**src/rad_regs.vh**
```
// Purpose: constants for the remote address/data decoder
// Assumes: 100 MHz system clock; threshold counts are in clock cycles
// Notes:   counts are defaults; the top level makes them programmable
`ifndef RAD_REGS_VH
`define RAD_REGS_VH

`define RAD_CLK_PERIOD_NS   10
`define RAD_ENC_PERIOD_NS   5000
// decision point 1.72 encoder periods = 172/100 periods
`define RAD_DOS_NUM         172
`define RAD_DOS_DEN         100
`define RAD_DOS_CYC \
  ((`RAD_ENC_PERIOD_NS*`RAD_DOS_NUM+`RAD_DOS_DEN*`RAD_CLK_PERIOD_NS-1)/ \
   (`RAD_DOS_DEN*`RAD_CLK_PERIOD_NS))
// end of transmission 33.5 encoder periods = 335/10 periods
`define RAD_EOT_NUM         335
`define RAD_EOT_DEN         10
`define RAD_EOT_CYC \
  ((`RAD_ENC_PERIOD_NS*`RAD_EOT_NUM)/(`RAD_EOT_DEN*`RAD_CLK_PERIOD_NS))
// end of word at 0.4 of end of transmission
`define RAD_EOW_NUM         4
`define RAD_EOW_DEN         10
`define RAD_EOW_CYC  ((`RAD_EOT_CYC*`RAD_EOW_NUM)/`RAD_EOW_DEN)

`define RAD_CNT_W           16
`define RAD_DIGITS          4'h9
`define RAD_ADDR_DIGITS     4'h5
`define RAD_DATA_BITS       4
// trinary digit codes
`define RAD_TRI_ZERO        2'h0
`define RAD_TRI_ONE         2'h1
`define RAD_TRI_OPEN        2'h2

`endif

```
**src/rad_decoder.v**
```verilog
// Purpose: remote-control serial receiver; address check, data latch
// Assumes: serial_in is asynchronous; thresholds in 100 MHz cycles
// Notes:   addr_only selects the nine-digit address-only variant
//
// How it works
// - first five trinary digits of each word are the address.
// - first word stores all nine digits, data outputs untouched.
// - second word needs address match, then data compared to store.
// - equal data groups copy to output latch, held until replaced.
// - valid flag rises after second word when both words fully match.
// - valid flag drops on mismatching word or four idle data periods.
// - open data digit decodes as logic one.
// - data outputs map digits six to nine in order.
// - local address digits are trinary or binary, compared exactly.
// - address-only variant compares nine digits, no data outputs.
// - address-only valid needs two identical consecutive words.
// - pulse sampled at 1.72 encoder periods: high means wide.
// - end of transmission after 33.5 encoder periods of low input.
// - word gap detected at 0.4 of end-of-transmission interval.
// - short-short is zero, long-long is one, long-short is open.
`timescale 1ns/1ps
`include "rad_regs.vh"
module rad_decoder (
  clock,
  rst_n,
  serial_in,
  addr_only,
  local_address_digits,
  dos_cycles,
  eow_cycles,
  eot_cycles,
  decoded_data_outputs,
  valid_word_flag
);
  input  wire                       clock;
  input  wire                       rst_n;
  input  wire                       serial_in;
  input  wire                       addr_only;
  input  wire [2*`RAD_DIGITS-1:0]   local_address_digits;
  input  wire [`RAD_CNT_W-1:0]      dos_cycles;
  input  wire [`RAD_CNT_W-1:0]      eow_cycles;
  input  wire [`RAD_CNT_W-1:0]      eot_cycles;
  output wire [`RAD_DATA_BITS-1:0]  decoded_data_outputs;
  output wire                       valid_word_flag;

  localparam [2:0] ST_FIRST  = 3'b001;
  localparam [2:0] ST_SECOND = 3'b010;
  localparam [2:0] ST_HOLD   = 3'b100;

  // digit from its two pulse widths
  function [1:0] tri_of;
    input first_wide;
    input second_wide;
    begin
      if (first_wide && second_wide)
        tri_of = `RAD_TRI_ONE;
      else if (first_wide)
        tri_of = `RAD_TRI_OPEN;
      else
        tri_of = `RAD_TRI_ZERO;
    end
  endfunction

  // data bits from digits six to nine; open reads as one
  function [`RAD_DATA_BITS-1:0] data_of;
    input [2*`RAD_DIGITS-1:0] w;
    begin
      data_of = {w[17] | w[16], w[15] | w[14],
                 w[13] | w[12], w[11] | w[10]};
    end
  endfunction

  // digits compared over the first n positions
  function match_n;
    input [2*`RAD_DIGITS-1:0] a;
    input [2*`RAD_DIGITS-1:0] b;
    input [3:0]               n;
    integer i;
    begin
      match_n = 1'b1;
      for (i = 0; i < `RAD_DIGITS; i = i + 1)
        if (i < n && a[i*2 +: 2] != b[i*2 +: 2])
          match_n = 1'b0;
    end
  endfunction

  wire din;
  rad_sync u_sync (
    .clock (clock),
    .rst_n (rst_n),
    .d     (serial_in),
    .q     (din)
  );

  reg                       din_d_r;
  reg [`RAD_CNT_W-1:0]      hi_cnt_r;
  reg [`RAD_CNT_W-1:0]      lo_cnt_r;
  reg                       wide_r;
  reg                       half_r;
  reg                       first_wide_r;
  reg [3:0]                 idx_r;
  reg [2*`RAD_DIGITS-1:0]   word_r;
  reg                       word_ok_r;
  reg [2:0]                 state_r;
  reg [2:0]                 state_nxt;
  reg [`RAD_DATA_BITS-1:0]  data_r;
  reg                       valid_r;

  wire       rise     = din & ~din_d_r;
  wire       fall     = ~din & din_d_r;
  wire       dos_hit  = din && hi_cnt_r == dos_cycles;
  wire       eow_hit  = !din && lo_cnt_r == eow_cycles;
  wire       eot_hit  = !din && lo_cnt_r == eot_cycles;
  wire [1:0] new_digit = tri_of(first_wide_r, wide_r);
  wire [3:0] n_addr   = addr_only ? `RAD_DIGITS : `RAD_ADDR_DIGITS;

  wire [2*`RAD_DIGITS-1:0] stored;
  wire store_wr = fall && half_r && word_ok_r;

  // word complete when gap seen after all nine digits
  wire word_done = eow_hit && idx_r == `RAD_DIGITS && word_ok_r;
  wire addr_ok   = match_n(word_r, local_address_digits, n_addr);
  wire same_word = match_n(word_r, stored, `RAD_DIGITS);

  rad_word_store u_store (
    .clock    (clock),
    .rst_n    (rst_n),
    .clear    (1'b0),
    .wr_en    (store_wr && state_r != ST_SECOND),
    .wr_idx   (idx_r),
    .wr_digit (new_digit),
    .rd_word  (stored)
  );

  // pulse and idle measurement
  always @(posedge clock or negedge rst_n) begin
    if (!rst_n) begin
      din_d_r      <= 1'b0;
      hi_cnt_r     <= {`RAD_CNT_W{1'b0}};
      lo_cnt_r     <= {`RAD_CNT_W{1'b0}};
      wide_r       <= 1'b0;
      half_r       <= 1'b0;
      first_wide_r <= 1'b0;
      idx_r        <= 4'h0;
      word_r       <= {2*`RAD_DIGITS{1'b0}};
      word_ok_r    <= 1'b1;
    end else begin
      din_d_r <= din;
      if (rise) begin
        hi_cnt_r <= {{(`RAD_CNT_W-1){1'b0}}, 1'b1};
        wide_r   <= 1'b0;
      end else if (din && hi_cnt_r != {`RAD_CNT_W{1'b1}}) begin
        hi_cnt_r <= hi_cnt_r + 1'b1;
      end
      if (dos_hit)
        wide_r <= 1'b1;
      if (din)
        lo_cnt_r <= {`RAD_CNT_W{1'b0}};
      else if (lo_cnt_r != {`RAD_CNT_W{1'b1}})
        lo_cnt_r <= lo_cnt_r + 1'b1;
      if (fall) begin
        half_r <= ~half_r;
        if (!half_r) begin
          first_wide_r <= wide_r;
        end else if (idx_r < `RAD_DIGITS) begin
          word_r[idx_r*2 +: 2] <= new_digit;
          idx_r <= idx_r + 4'h1;
        end else begin
          word_ok_r <= 1'b0;
        end
      end
      if (eow_hit) begin
        half_r    <= 1'b0;
        idx_r     <= 4'h0;
        word_ok_r <= 1'b1;
      end
    end
  end

  // word sequence
  always @* begin
    state_nxt = state_r;
    case (state_r)
      ST_FIRST:  if (word_done && addr_ok) state_nxt = ST_SECOND;
      ST_SECOND: if (word_done) state_nxt = ST_FIRST;
      ST_HOLD:   if (word_done) state_nxt = ST_FIRST;
      default:   state_nxt = ST_FIRST;
    endcase
    if (eot_hit)
      state_nxt = ST_FIRST;
  end

  always @(posedge clock or negedge rst_n) begin
    if (!rst_n) begin
      state_r <= ST_FIRST;
      data_r  <= {`RAD_DATA_BITS{1'b0}};
      valid_r <= 1'b0;
    end else begin
      state_r <= state_nxt;
      if (word_done && state_r == ST_SECOND && addr_ok && same_word) begin
        valid_r <= 1'b1;
        if (!addr_only)
          data_r <= data_of(word_r);
      end else if (word_done && !(addr_ok && (state_r == ST_FIRST ||
                   same_word))) begin
        valid_r <= 1'b0;
      end else if (eot_hit) begin
        valid_r <= 1'b0;
      end
    end
  end

  assign decoded_data_outputs = data_r;
  assign valid_word_flag      = valid_r;
endmodule

```
**src/rad_sync.v**
```verilog
// Purpose: two flip-flop synchroniser for the serial input
// Assumes: single clock domain after the second flop
// Notes:   first flop feeds only the second
`timescale 1ns/1ps
module rad_sync (
  clock,
  rst_n,
  d,
  q
);
  input  wire clock;
  input  wire rst_n;
  input  wire d;
  output wire q;

  reg meta_r;
  reg sync_r;

  always @(posedge clock or negedge rst_n) begin
    if (!rst_n) begin
      meta_r <= 1'b0;
      sync_r <= 1'b0;
    end else begin
      meta_r <= d;
      sync_r <= meta_r;
    end
  end

  assign q = sync_r;
endmodule

```
**src/rad_word_store.v**
```verilog
// Purpose: holds the nine received digits of the first word
// Assumes: writes one digit per cycle, reads all digits at once
// Notes:   read data come from the store register itself
`timescale 1ns/1ps
`include "rad_regs.vh"
module rad_word_store (
  clock,
  rst_n,
  clear,
  wr_en,
  wr_idx,
  wr_digit,
  rd_word
);
  input  wire                       clock;
  input  wire                       rst_n;
  input  wire                       clear;
  input  wire                       wr_en;
  input  wire [3:0]                 wr_idx;
  input  wire [1:0]                 wr_digit;
  output wire [2*`RAD_DIGITS-1:0]   rd_word;

  reg [2*`RAD_DIGITS-1:0] mem_r;

  always @(posedge clock or negedge rst_n) begin
    if (!rst_n) begin
      mem_r <= {2*`RAD_DIGITS{1'b0}};
    end else if (clear) begin
      mem_r <= {2*`RAD_DIGITS{1'b0}};
    end else if (wr_en && wr_idx < `RAD_DIGITS) begin
      mem_r[wr_idx*2 +: 2] <= wr_digit;
    end
  end

  assign rd_word = mem_r;
endmodule

```
**config.mk**
```make
export PLATFORM = sky130hd
export DESIGN_NAME = rad_decoder
export DESIGN_NICKNAME = d
export VERILOG_FILES = /design/src/rad_decoder.v /design/src/rad_sync.v /design/src/rad_word_store.v
export VERILOG_INCLUDE_DIRS = /design/src /design/src/src
export SDC_FILE = /design/constraint.sdc
export NUM_CORES = 1
export LEC_CHECK = 0
export ABC_AREA = 0
export BUFFER_PORTS_ARGS = -buffer_cell sky130_fd_sc_hd__buf_2
export CAP_MARGIN = 20
export CELL_PAD_IN_SITES_DETAIL_PLACEMENT = 0
export CELL_PAD_IN_SITES_GLOBAL_PLACEMENT = 1
export CORE_MARGIN = 2
export CORE_UTILIZATION = 45
export CTS_CLUSTER_SIZE = 40
export DETAILED_ROUTE_END_ITERATION = 16
export PLACE_DENSITY_LB_ADDON = 0.05
export SETUP_SLACK_MARGIN = 0.15
export SLEW_MARGIN = 20
export SYNTH_ARGS = -nofsm -noshare
export SYNTH_HDL_FRONTEND = slang
export SYNTH_SLANG_ARGS = --single-unit
```
**constraint.sdc**
```tcl
create_clock -name clock -period 3.25 [get_ports clock]
set_clock_uncertainty 0.05 [all_clocks]
set_input_delay 0.65 -clock clock [delete_from_list [all_inputs] [get_ports clock]]
set_output_delay 0.65 -clock clock [all_outputs]
set_load 0.02 [all_outputs]
```
==> results of run 1 <==
metal layers:
| metal | vias to the layer above | wire (µm) | GRT usage, % |
|---|---|---|---|
| li1 | 1859 | - | - |
| met1 | 1798 | 5230 | 26.5 |
| met2 | 55 | 5790 | 35.6 |
| met3 | 6 | 266 | 4.06 |
| met4 | 0 | 71 | 3.84 |
| met5 | - | 0 | 0 |
layout by cell type (no fill, tap or decap), drive strengths merged, types with 2 or more instances in the layout:
cell type  instances
nor2              41
buf               77
a211oi             2
xnor2             30
nand2b             4
and2               5
ha                 7
nor2b              3
nor4b              2
nor3              11
clkbuf            11
dfstp              2
nand2             38
nor4              16
mux2              30
a21oi             12
or2                4
inv               14
mux2i              5
clkinvlp           2
o21ai             15
or3                2
nand3             20
o21a               2
nand4             21
and3              11
bufinv             2
or3b               2
dfrtp             84
a31oi              5
xor2              78
worst max-delay path: stages, from the launching register on:
cell and delay, ps:
sky130_fd_sc_hd__dfrtp_1 470, sky130_fd_sc_hd__nor3_1 330, sky130_fd_sc_hd__ha_1 190, sky130_fd_sc_hd__or2b_1 220, sky130_fd_sc_hd__a21oi_1 140, sky130_fd_sc_hd__and3_1 320, sky130_fd_sc_hd__and3_1 270, sky130_fd_sc_hd__and2b_1 170
sky130_fd_sc_hd__mux2_2 330
kinds of logic after synthesis:
kind of cell,count (synthesis)
XOR/XNOR,108
buffers and inverters,33
adder cells (fa/ha/maj),7
AO/OA/AOI/OAI,45
AND/OR/NAND/NOR,187
multiplexers,35
flip-flops,86
power groups by stage:
stage / clock, W / sequential, W / combinational (W)
after floorplan: 0 / 0.00113 / 0.000102
after global placement: 0 / 0.00115 / 0.000184
after detailed placement: 0 / 0.00115 / 0.000189
after CTS: 0.00112 / 0.00113 / 0.000190
after global routing: 0.00117 / 0.00113 / 0.000210
final: 0.00109 / 0.00113 / 0.000184
cells in the mapped netlist (4+ instances only):
library cell and count:
sky130_fd_sc_hd__a31oi_1 5, sky130_fd_sc_hd__buf_2 5, sky130_fd_sc_hd__nor3_1 11, sky130_fd_sc_hd__nor4_1 16, sky130_fd_sc_hd__nand3_1 17, sky130_fd_sc_hd__clkbuf_1 8
sky130_fd_sc_hd__xor2_1 78, sky130_fd_sc_hd__nand2_1 38, sky130_fd_sc_hd__xnor2_1 30, sky130_fd_sc_hd__o21ai_0 14, sky130_fd_sc_hd__mux2_4 4, sky130_fd_sc_hd__mux2_2 26
sky130_fd_sc_hd__and3_1 10, sky130_fd_sc_hd__nand4_1 21, sky130_fd_sc_hd__ha_1 7, sky130_fd_sc_hd__dfrtp_1 84, sky130_fd_sc_hd__inv_1 14, sky130_fd_sc_hd__nor2_1 39
sky130_fd_sc_hd__a21oi_1 10, sky130_fd_sc_hd__and2_1 5, sky130_fd_sc_hd__mux2i_1 5
sequential cells by signal, indices dropped and copies added (netlist names), 2 cells and up:
signal	cells
lo_cnt_r	16
state_r	2
idx_r	4
word_r	18
hi_cnt_r	16
u_store.rd_word	18
decoded_data_outputs	4
per-stage QoR:
stage / std cells / total power (W)
5_1_grt: 715 / 0.00252
6_report: 715 / 0.00240
3_5_place_dp: 699 / 0.00134
3_3_place_gp: 699 / 0.00133
4_1_cts: 715 / 0.00244
2_1_floorplan: 501 / 0.00124
how the worst min path moves through the flow:
stage | from | end | slack, ps | depth (start not counted)
2_1_floorplan | u_sync.meta_r | u_sync.q | 280 | 0
3_3_place_gp | u_sync.meta_r | u_sync.q | 300 | 0
3_5_place_dp | u_sync.meta_r | u_sync.q | 300 | 0
4_1_cts | rst_n | decoded_data_outputs[3] | 260 | 1
5_1_grt | rst_n | decoded_data_outputs[3] | 280 | 1
6_report | rst_n | decoded_data_outputs[3] | 240 | 1
area by class of cell:
cell class                      instances  area (µm²)  share of cell area, %
Multi-Input combinational cell        382        2760                   47.1
Sequential cell                        86        2150                   36.7
Timing Repair Buffer                   77         408                   6.95
Clock buffer                           11         233                   3.97
Tap cell                              140         175                   2.98
Clock inverter                          5        83.8                   1.43
Inverter                               14        52.6                  0.895
==> summary.md, run 1 <==
Type of the worst setup path: reg2reg. Summing the sequential cell areas from Yosys gives 42.4% of the chip area. Critical path launch point: idx_r[2]. Type of the tightest min-delay check: in2async. The run finished with clean final reports.

After detailed routing, the number of remaining DRC violations is 0. Summed over all layers, the global routing overflow is 0. The run gives 75 as the total I/O pin count. The placed instance area was 5550 µm². The top-area cell type share of the netlist area is 41.3%.

The post-detailed-routing wire length was 11,400 µm. Main flop type after synthesis: sky130_fd_sc_hd__dfrtp_1. TritonCTS built the clock tree. Counting along the longest clock path gives a buffer depth of 2. From synthesis to final layout, the design area changed by 15.4%.

The worst register-to-register path has a setup slack of 640 ps. Setup violations remaining at the end of the flow were counted as 0. The tools report the critical path endpoint category as a flip-flop.

The total internal power is 0.00186 W. Net switching is 22.7% of the power. In this run the worst setup path terminates at u_store.rd_word[2].

Final period utilization: 80.3%. The compound-gate portion of the synthesized area was 5.76%; the CTS buffer count was 9. Once the floorplan was initialized, standard cells occupied 46.5% of the core. In this run, the combinational gates consume 7.7% of the power. The tools report the buffer cell driving the clock tree root as sky130_fd_sc_hd__clkbuf_16.

The cell count after synthesis came out at 501. The clock period minus final worst setup slack was 2610 ps. The number of max-cap violations was 0. Yosys mapped a number of flops with a built-in enable equal to 0. The tools report the post-route antenna net violation count as 0.

The endpoint identified for the worst register-to-register timing path is u_store.rd_word[2]. The library cell occupying the most area in the post-synthesis netlist is sky130_fd_sc_hd__dfrtp_1. The number of global-route vias before repair came out at 3,813. In this run, the clock network consumes 45.4% of the power.

After synthesis the netlist holds a flip-flop and latch count of 86. Of the total synthesized cell area, the portion taken by XOR and XNOR cells is 18.6%. STA puts the critical path data arrival time at 2770 ps. The post-synthesis share of cell area spent on and, or, nand and nor gates works out to 20.3%. Total number of nets in the final design: 647. Counting distinct cell types in the post-synthesis netlist gives 58.

The sort of element at the start of the critical path is a flip-flop. Site row count: 38. In this run the critical register-to-register path is launched from idx_r[2].

Yosys attributes the largest share of cell area to sky130_fd_sc_hd__dfrtp_1, sky130_fd_sc_hd__xor2_1, sky130_fd_sc_hd__mux2_2. After filler insertion, the fill cell instance count of the layout stands at 1,028. After Yosys synthesis, full adders, half adders and majority gates account for 1.72% of the synthesized area. Entering global routing, the biggest net connects 48 pins. For the worst flop-to-flop path, the logic depth is 8.

Yosys printed 0 warnings. The first-pass GRT wire length came out at 19,100 µm. The x dimension of the die is 110 µm. Total setup buffers inserted after CTS: 0. Setup repair after global routing left no endpoint under its margin.

Averaged over all synthesized cells, the footprint is 10.2 µm². In this run the vertical extent of the chip is 110 µm. Headroom to the max-slew limit came out at 55.9%. At the worst endpoint, the required time is 3410 ps. The cell area after technology mapping came out at 5090 µm².

The run gives 640 ps as the post-placement setup slack. The run gives 0 as the final number of hold-violating endpoints. After detailed routing, the average wire length per cell comes to 15.9 µm. The final critical-path setup slack came out at 641 ps. The count of TritonRoute iterations in the first routing pass was 4; the switching power was 0.000546 W. The worst-margin pin slew came out at 655 ps. The worst supply voltage drop on vdd is 0.324 mV.

Cells fill 53.7% of the core in the end. Per report_power, the sequential group accounts for 47.0% of the total. Summed over all cells, the static leakage comes to 2.89 nW. The core outline area is 10,900 µm². The logs give 12,200 µm² for the area of the die and 0 ps for the sum of negative setup slack.

The share of cells above drive strength 1 is 24.2%, and the number of port buffers is 74. The hold buffer count at cts was 0. The tools report the count of pins over their slew limit as 0. The logs give 240 ps for the worst hold-check slack and 330 ps for the clock latency on the worst-skew pair. The number of antenna diodes in the final layout is 0. The total power divided by cell area was 410 nW/µm²; the via density per instance was 5.20. The final estimated routing congestion in global placement was 0.820. The wire-length estimate of the detail-placed layout is 8770 µm.

Global routing consumed, over all layers together, 20.4% of the routing resources. After clock tree synthesis, the clock-pin slew on the worst setup and hold paths is 70 ps. The combinational family with the most area after synthesis was simple AND/OR/NAND/NOR gates.

The run gives 383 MHz as the peak clock frequency supported by timing. The total non-filler cell area in the finished layout came out at 5870 µm². The proportion of synthesized flip-flops having asynchronous set or reset is 100%, and the level count of the clock H-tree is 3. The number of gates resized after CTS was 0. After the first detailed-routing iteration, the DRC count stood at 169. The logs give 578 for the net count of the mapped netlist and 0 for the number of antenna violations at the first check in global routing. The fraction of synthesized area in multiplexers is 7.92%. Clock tree synthesis found a total of 86 sinks. The via count came out at 3,718. In this run the worst path has a maximum fanout of 9.
No activity file was read; power rests on OpenSTA's default activity.
==> inputs of run 2 (changes only) <==
- CORE_UTILIZATION: 45 -> 41
- clock period: 3.25 -> 2.4 ns (I/O delays scaled with it)
==> run 2 against run 1 <==
Sequential power rose by 35%. Clock-buffer cell count did not move. Register-to-register slack got worse by 500 ps. Combinational power rose by 45%. Fmax rose by 16%. Cell area rose by 4.7%. Core utilization fell by 2.7 points. Largest cell class unchanged. Die area rose by 9.4%. Highest routed layer unchanged. Routed wire length rose by 6.8%. Global-route usage fell by 0.81 points.
==> summary.md, run 2 (same netlist as run 1, synthesis figures left out) <==
The run finished with clean final reports. The total I/O pin count was 75 (unchanged). The run gives 0 (unchanged) as the residual overflow from global routing.

The clock edge transition at the registers on the reported setup and hold paths was 60 ps (was 70 ps); the count of filler cells inserted in the layout was 1,128 (was 1,028). The final number of setup-violating endpoints was 0 (unchanged); the routed length per instance was 15.8 µm (was 15.9 µm). The number of buffers on the longest clock path is 2 (unchanged), and the relative contribution of combinational cells to total power is 8.2% (was 7.7%). The sum of negative setup slack was 0 ps (unchanged); the total number of nets in the final design was 673 (was 647). The data required time of the worst path was 2590 ps (was 3410 ps). Clock period minus final worst setup slack: 2260 ps (was 2610 ps).

The buffer cell driving the clock tree root is sky130_fd_sc_hd__clkbuf_16 (unchanged). The count of pins over their slew limit is 0 (unchanged), and the worst path arrival time is 2440 ps (was 2770 ps). Commonest cells after routing, fill and taps aside: sky130_fd_sc_hd__dfrtp_1, sky130_fd_sc_hd__xor2_1, sky130_fd_sc_hd__buf_2 (unchanged). The number of antenna violations at the first check in global routing is 0 (unchanged). The final period utilization was 94.0% (was 80.3%); the amount of wire on met3 after detailed routing was 371 µm (was 266 µm). The overall track demand over capacity in global routing is 19.6% (was 20.4%). The final estimated routing congestion in global placement was 0.836 (was 0.820).

For the utilization after layout, the log shows 51.0% (was 53.7%). The share of cells above drive strength 1 was 29.1% (was 24.2%). The number of global-route vias before repair came out at 4,028 (was 3,813). For the number of DRC markers in iteration 0, the log shows 146 (was 169). TritonCTS built the clock tree.

The maximum fanout along the worst path was 4 (was 9). The run gives 0 (unchanged) as the number of max-cap violations. The run gives 769 (was 715) as the final cell count without fillers. The tools report the post-detailed-routing wire length as 12,100 µm (was 11,400 µm). The most common cell after layout, fill and taps aside is sky130_fd_sc_hd__dfrtp_1 (unchanged). The antenna diode count is 0 (unchanged), and the worst-margin pin slew is 635 ps (was 655 ps). The switching power is 0.000777 W (was 0.000546 W). The tools report the half-perimeter wire length of the detailed placement result as 9400 µm (was 8770 µm). The switching part of the total power works out to 23.9% (was 22.7%). The final number of hold-violating endpoints is 0 (unchanged). The tools report the detailed-routed wire length on met2 as 5990 µm (was 5790 µm). The logs give 44.9% (was 45.4%) for the proportion of power drawn by the clock network and 9 (unchanged) for the CTS buffer count. The logs give 57.4% (was 55.9%) for the worst-case headroom to the max-slew limit and 0 (unchanged) for the final routed DRC violation total.

Area of the die: 13,300 µm² (was 12,200 µm²). The clock sink count came out at 86 (unchanged). The peak clock frequency supported by timing was 443 MHz (was 383 MHz); the number of port buffers was 74 (unchanged). The run gives 42 (was 48) as the maximum number of pins on one net before global-route repair. For the static leakage power, the log shows 3.03 nW (was 2.89 nW). The via count is 3,899 (was 3,718), and the starting density of the core is 42.2% (was 46.5%). Type of the tightest min-delay check: in2reg (was in2async). The tools report the critical path endpoint category as a flip-flop (unchanged). The detailed-routing wirelength on met1 is 5430 µm (was 5230 µm), and the site row count is 40 (was 38). The logs give 3 (unchanged) for the level count of the clock H-tree and 12,100 µm² (was 10,900 µm²) for the core outline area.

The area growth from synthesis to layout came out at 20.8% (was 15.4%). Type of the worst setup path: reg2reg (unchanged). The total power divided by cell area is 529 nW/µm² (was 410 nW/µm²).

The first-pass GRT wire length is 20,000 µm (was 19,100 µm). The tools report the post-route antenna net violation count as 0 (unchanged). Setup repair after global routing could not meet its margin everywhere.

The total internal power is 0.00247 W (was 0.00186 W). For the clock latency on the worst-skew pair, the log shows 350 ps (was 330 ps). Sequential group share of total power: 46.9% (was 47.0%). The top routing layer in use was met4 (unchanged). The run gives 747 (was 699) as the cell count after placement. The count of TritonRoute iterations in the first routing pass is 5 (was 4). The worst supply voltage drop on vdd came out at 0.348 mV (was 0.324 mV). X dimension of the die: 115 µm (was 110 µm). The height of the chip was 115 µm (was 110 µm).

Sort of element at the start of the critical path: a flip-flop (unchanged). The via density per instance was 5.07 (was 5.20).
## run 2: power groups by stage
stage	Sequential [W]	Combinational (W)	Clock, W
global placement	0.00155	0.000264	0
floorplan	0.00154	0.000139	0
detailed placement	0.00155	0.000270	0
finish	0.00152	0.000266	0.00146
global route	0.00153	0.000299	0.00156
CTS	0.00152	0.000273	0.00149
## run 2: worst max-delay path, stage by stage (launching register included)
cell and delay, ps:
sky130_fd_sc_hd__dfrtp_2 440, sky130_fd_sc_hd__nor3_4 240, sky130_fd_sc_hd__ha_4 160, sky130_fd_sc_hd__or2b_1 230, sky130_fd_sc_hd__a21oi_2 120, sky130_fd_sc_hd__and3_4 220
sky130_fd_sc_hd__and3_4 190, sky130_fd_sc_hd__and2b_1 160, sky130_fd_sc_hd__mux2_2 330
## run 2: layout make-up
type                       instances  area, µm²  area share (%)
clock inverter                     5       57.6           0.936
tap                              168        210            3.42
inverter                          14       52.6           0.855
sequential                        86       2160            35.1
clock buffer                      11        253            4.11
timing repair buffer             103        606            9.85
multi-input combinational        382       2810            45.7
## run 2: path summary, 6_finish.rpt
path                       depth (start not counted)  slack, ps          start                      end
min                                                1        190      serial_in            u_sync.meta_r
min reg2reg                                        0        300  u_sync.meta_r                 u_sync.q
max in group asynchronous                          3       1090          rst_n                word_ok_r
max reg2reg                                        8        140       idx_r[1]       u_store.rd_word[3]
min in group asynchronous                          2        510          rst_n  decoded_data_outputs[0]
max                                                8        140       idx_r[1]       u_store.rd_word[3]
## run 2: through the flow
stage | setup WS, ps | area, µm² | total power [W] | hold slack [ps]
after global placement | 97.2 | 5760 | 0.00181 | 288
after floorplan | 136 | 5110 | 0.00167 | 134
after CTS | 154 | 6100 | 0.00329 | 173
after detailed placement | 46.6 | 5760 | 0.00182 | 289
final | 145 | 6150 | 0.00325 | 185
after global routing | 72.6 | 6150 | 0.00339 | 181
## run 2: per-layer routing
layer	vias to the layer above	track usage (%)
met1	1890	23.8
met3	23	4.01
li1	1913	-
met4	0	8.35
met5	-	0
met2	73	33.7
## run 2: repair_timing
| action | 4_1_cts | 5_1_grt |
|---|---|---|
| hold buffers | 1 | 0 |
| hold endpoints to repair | 18 | 0 |
| endpoints found under the setup margin | 10 | 13 |
| gates resized for setup | 5 | 3 |
| buffers inserted | 1 | 4 |
| pin swaps | 2 | 2 |
| gates cloned | 0 | 0 |
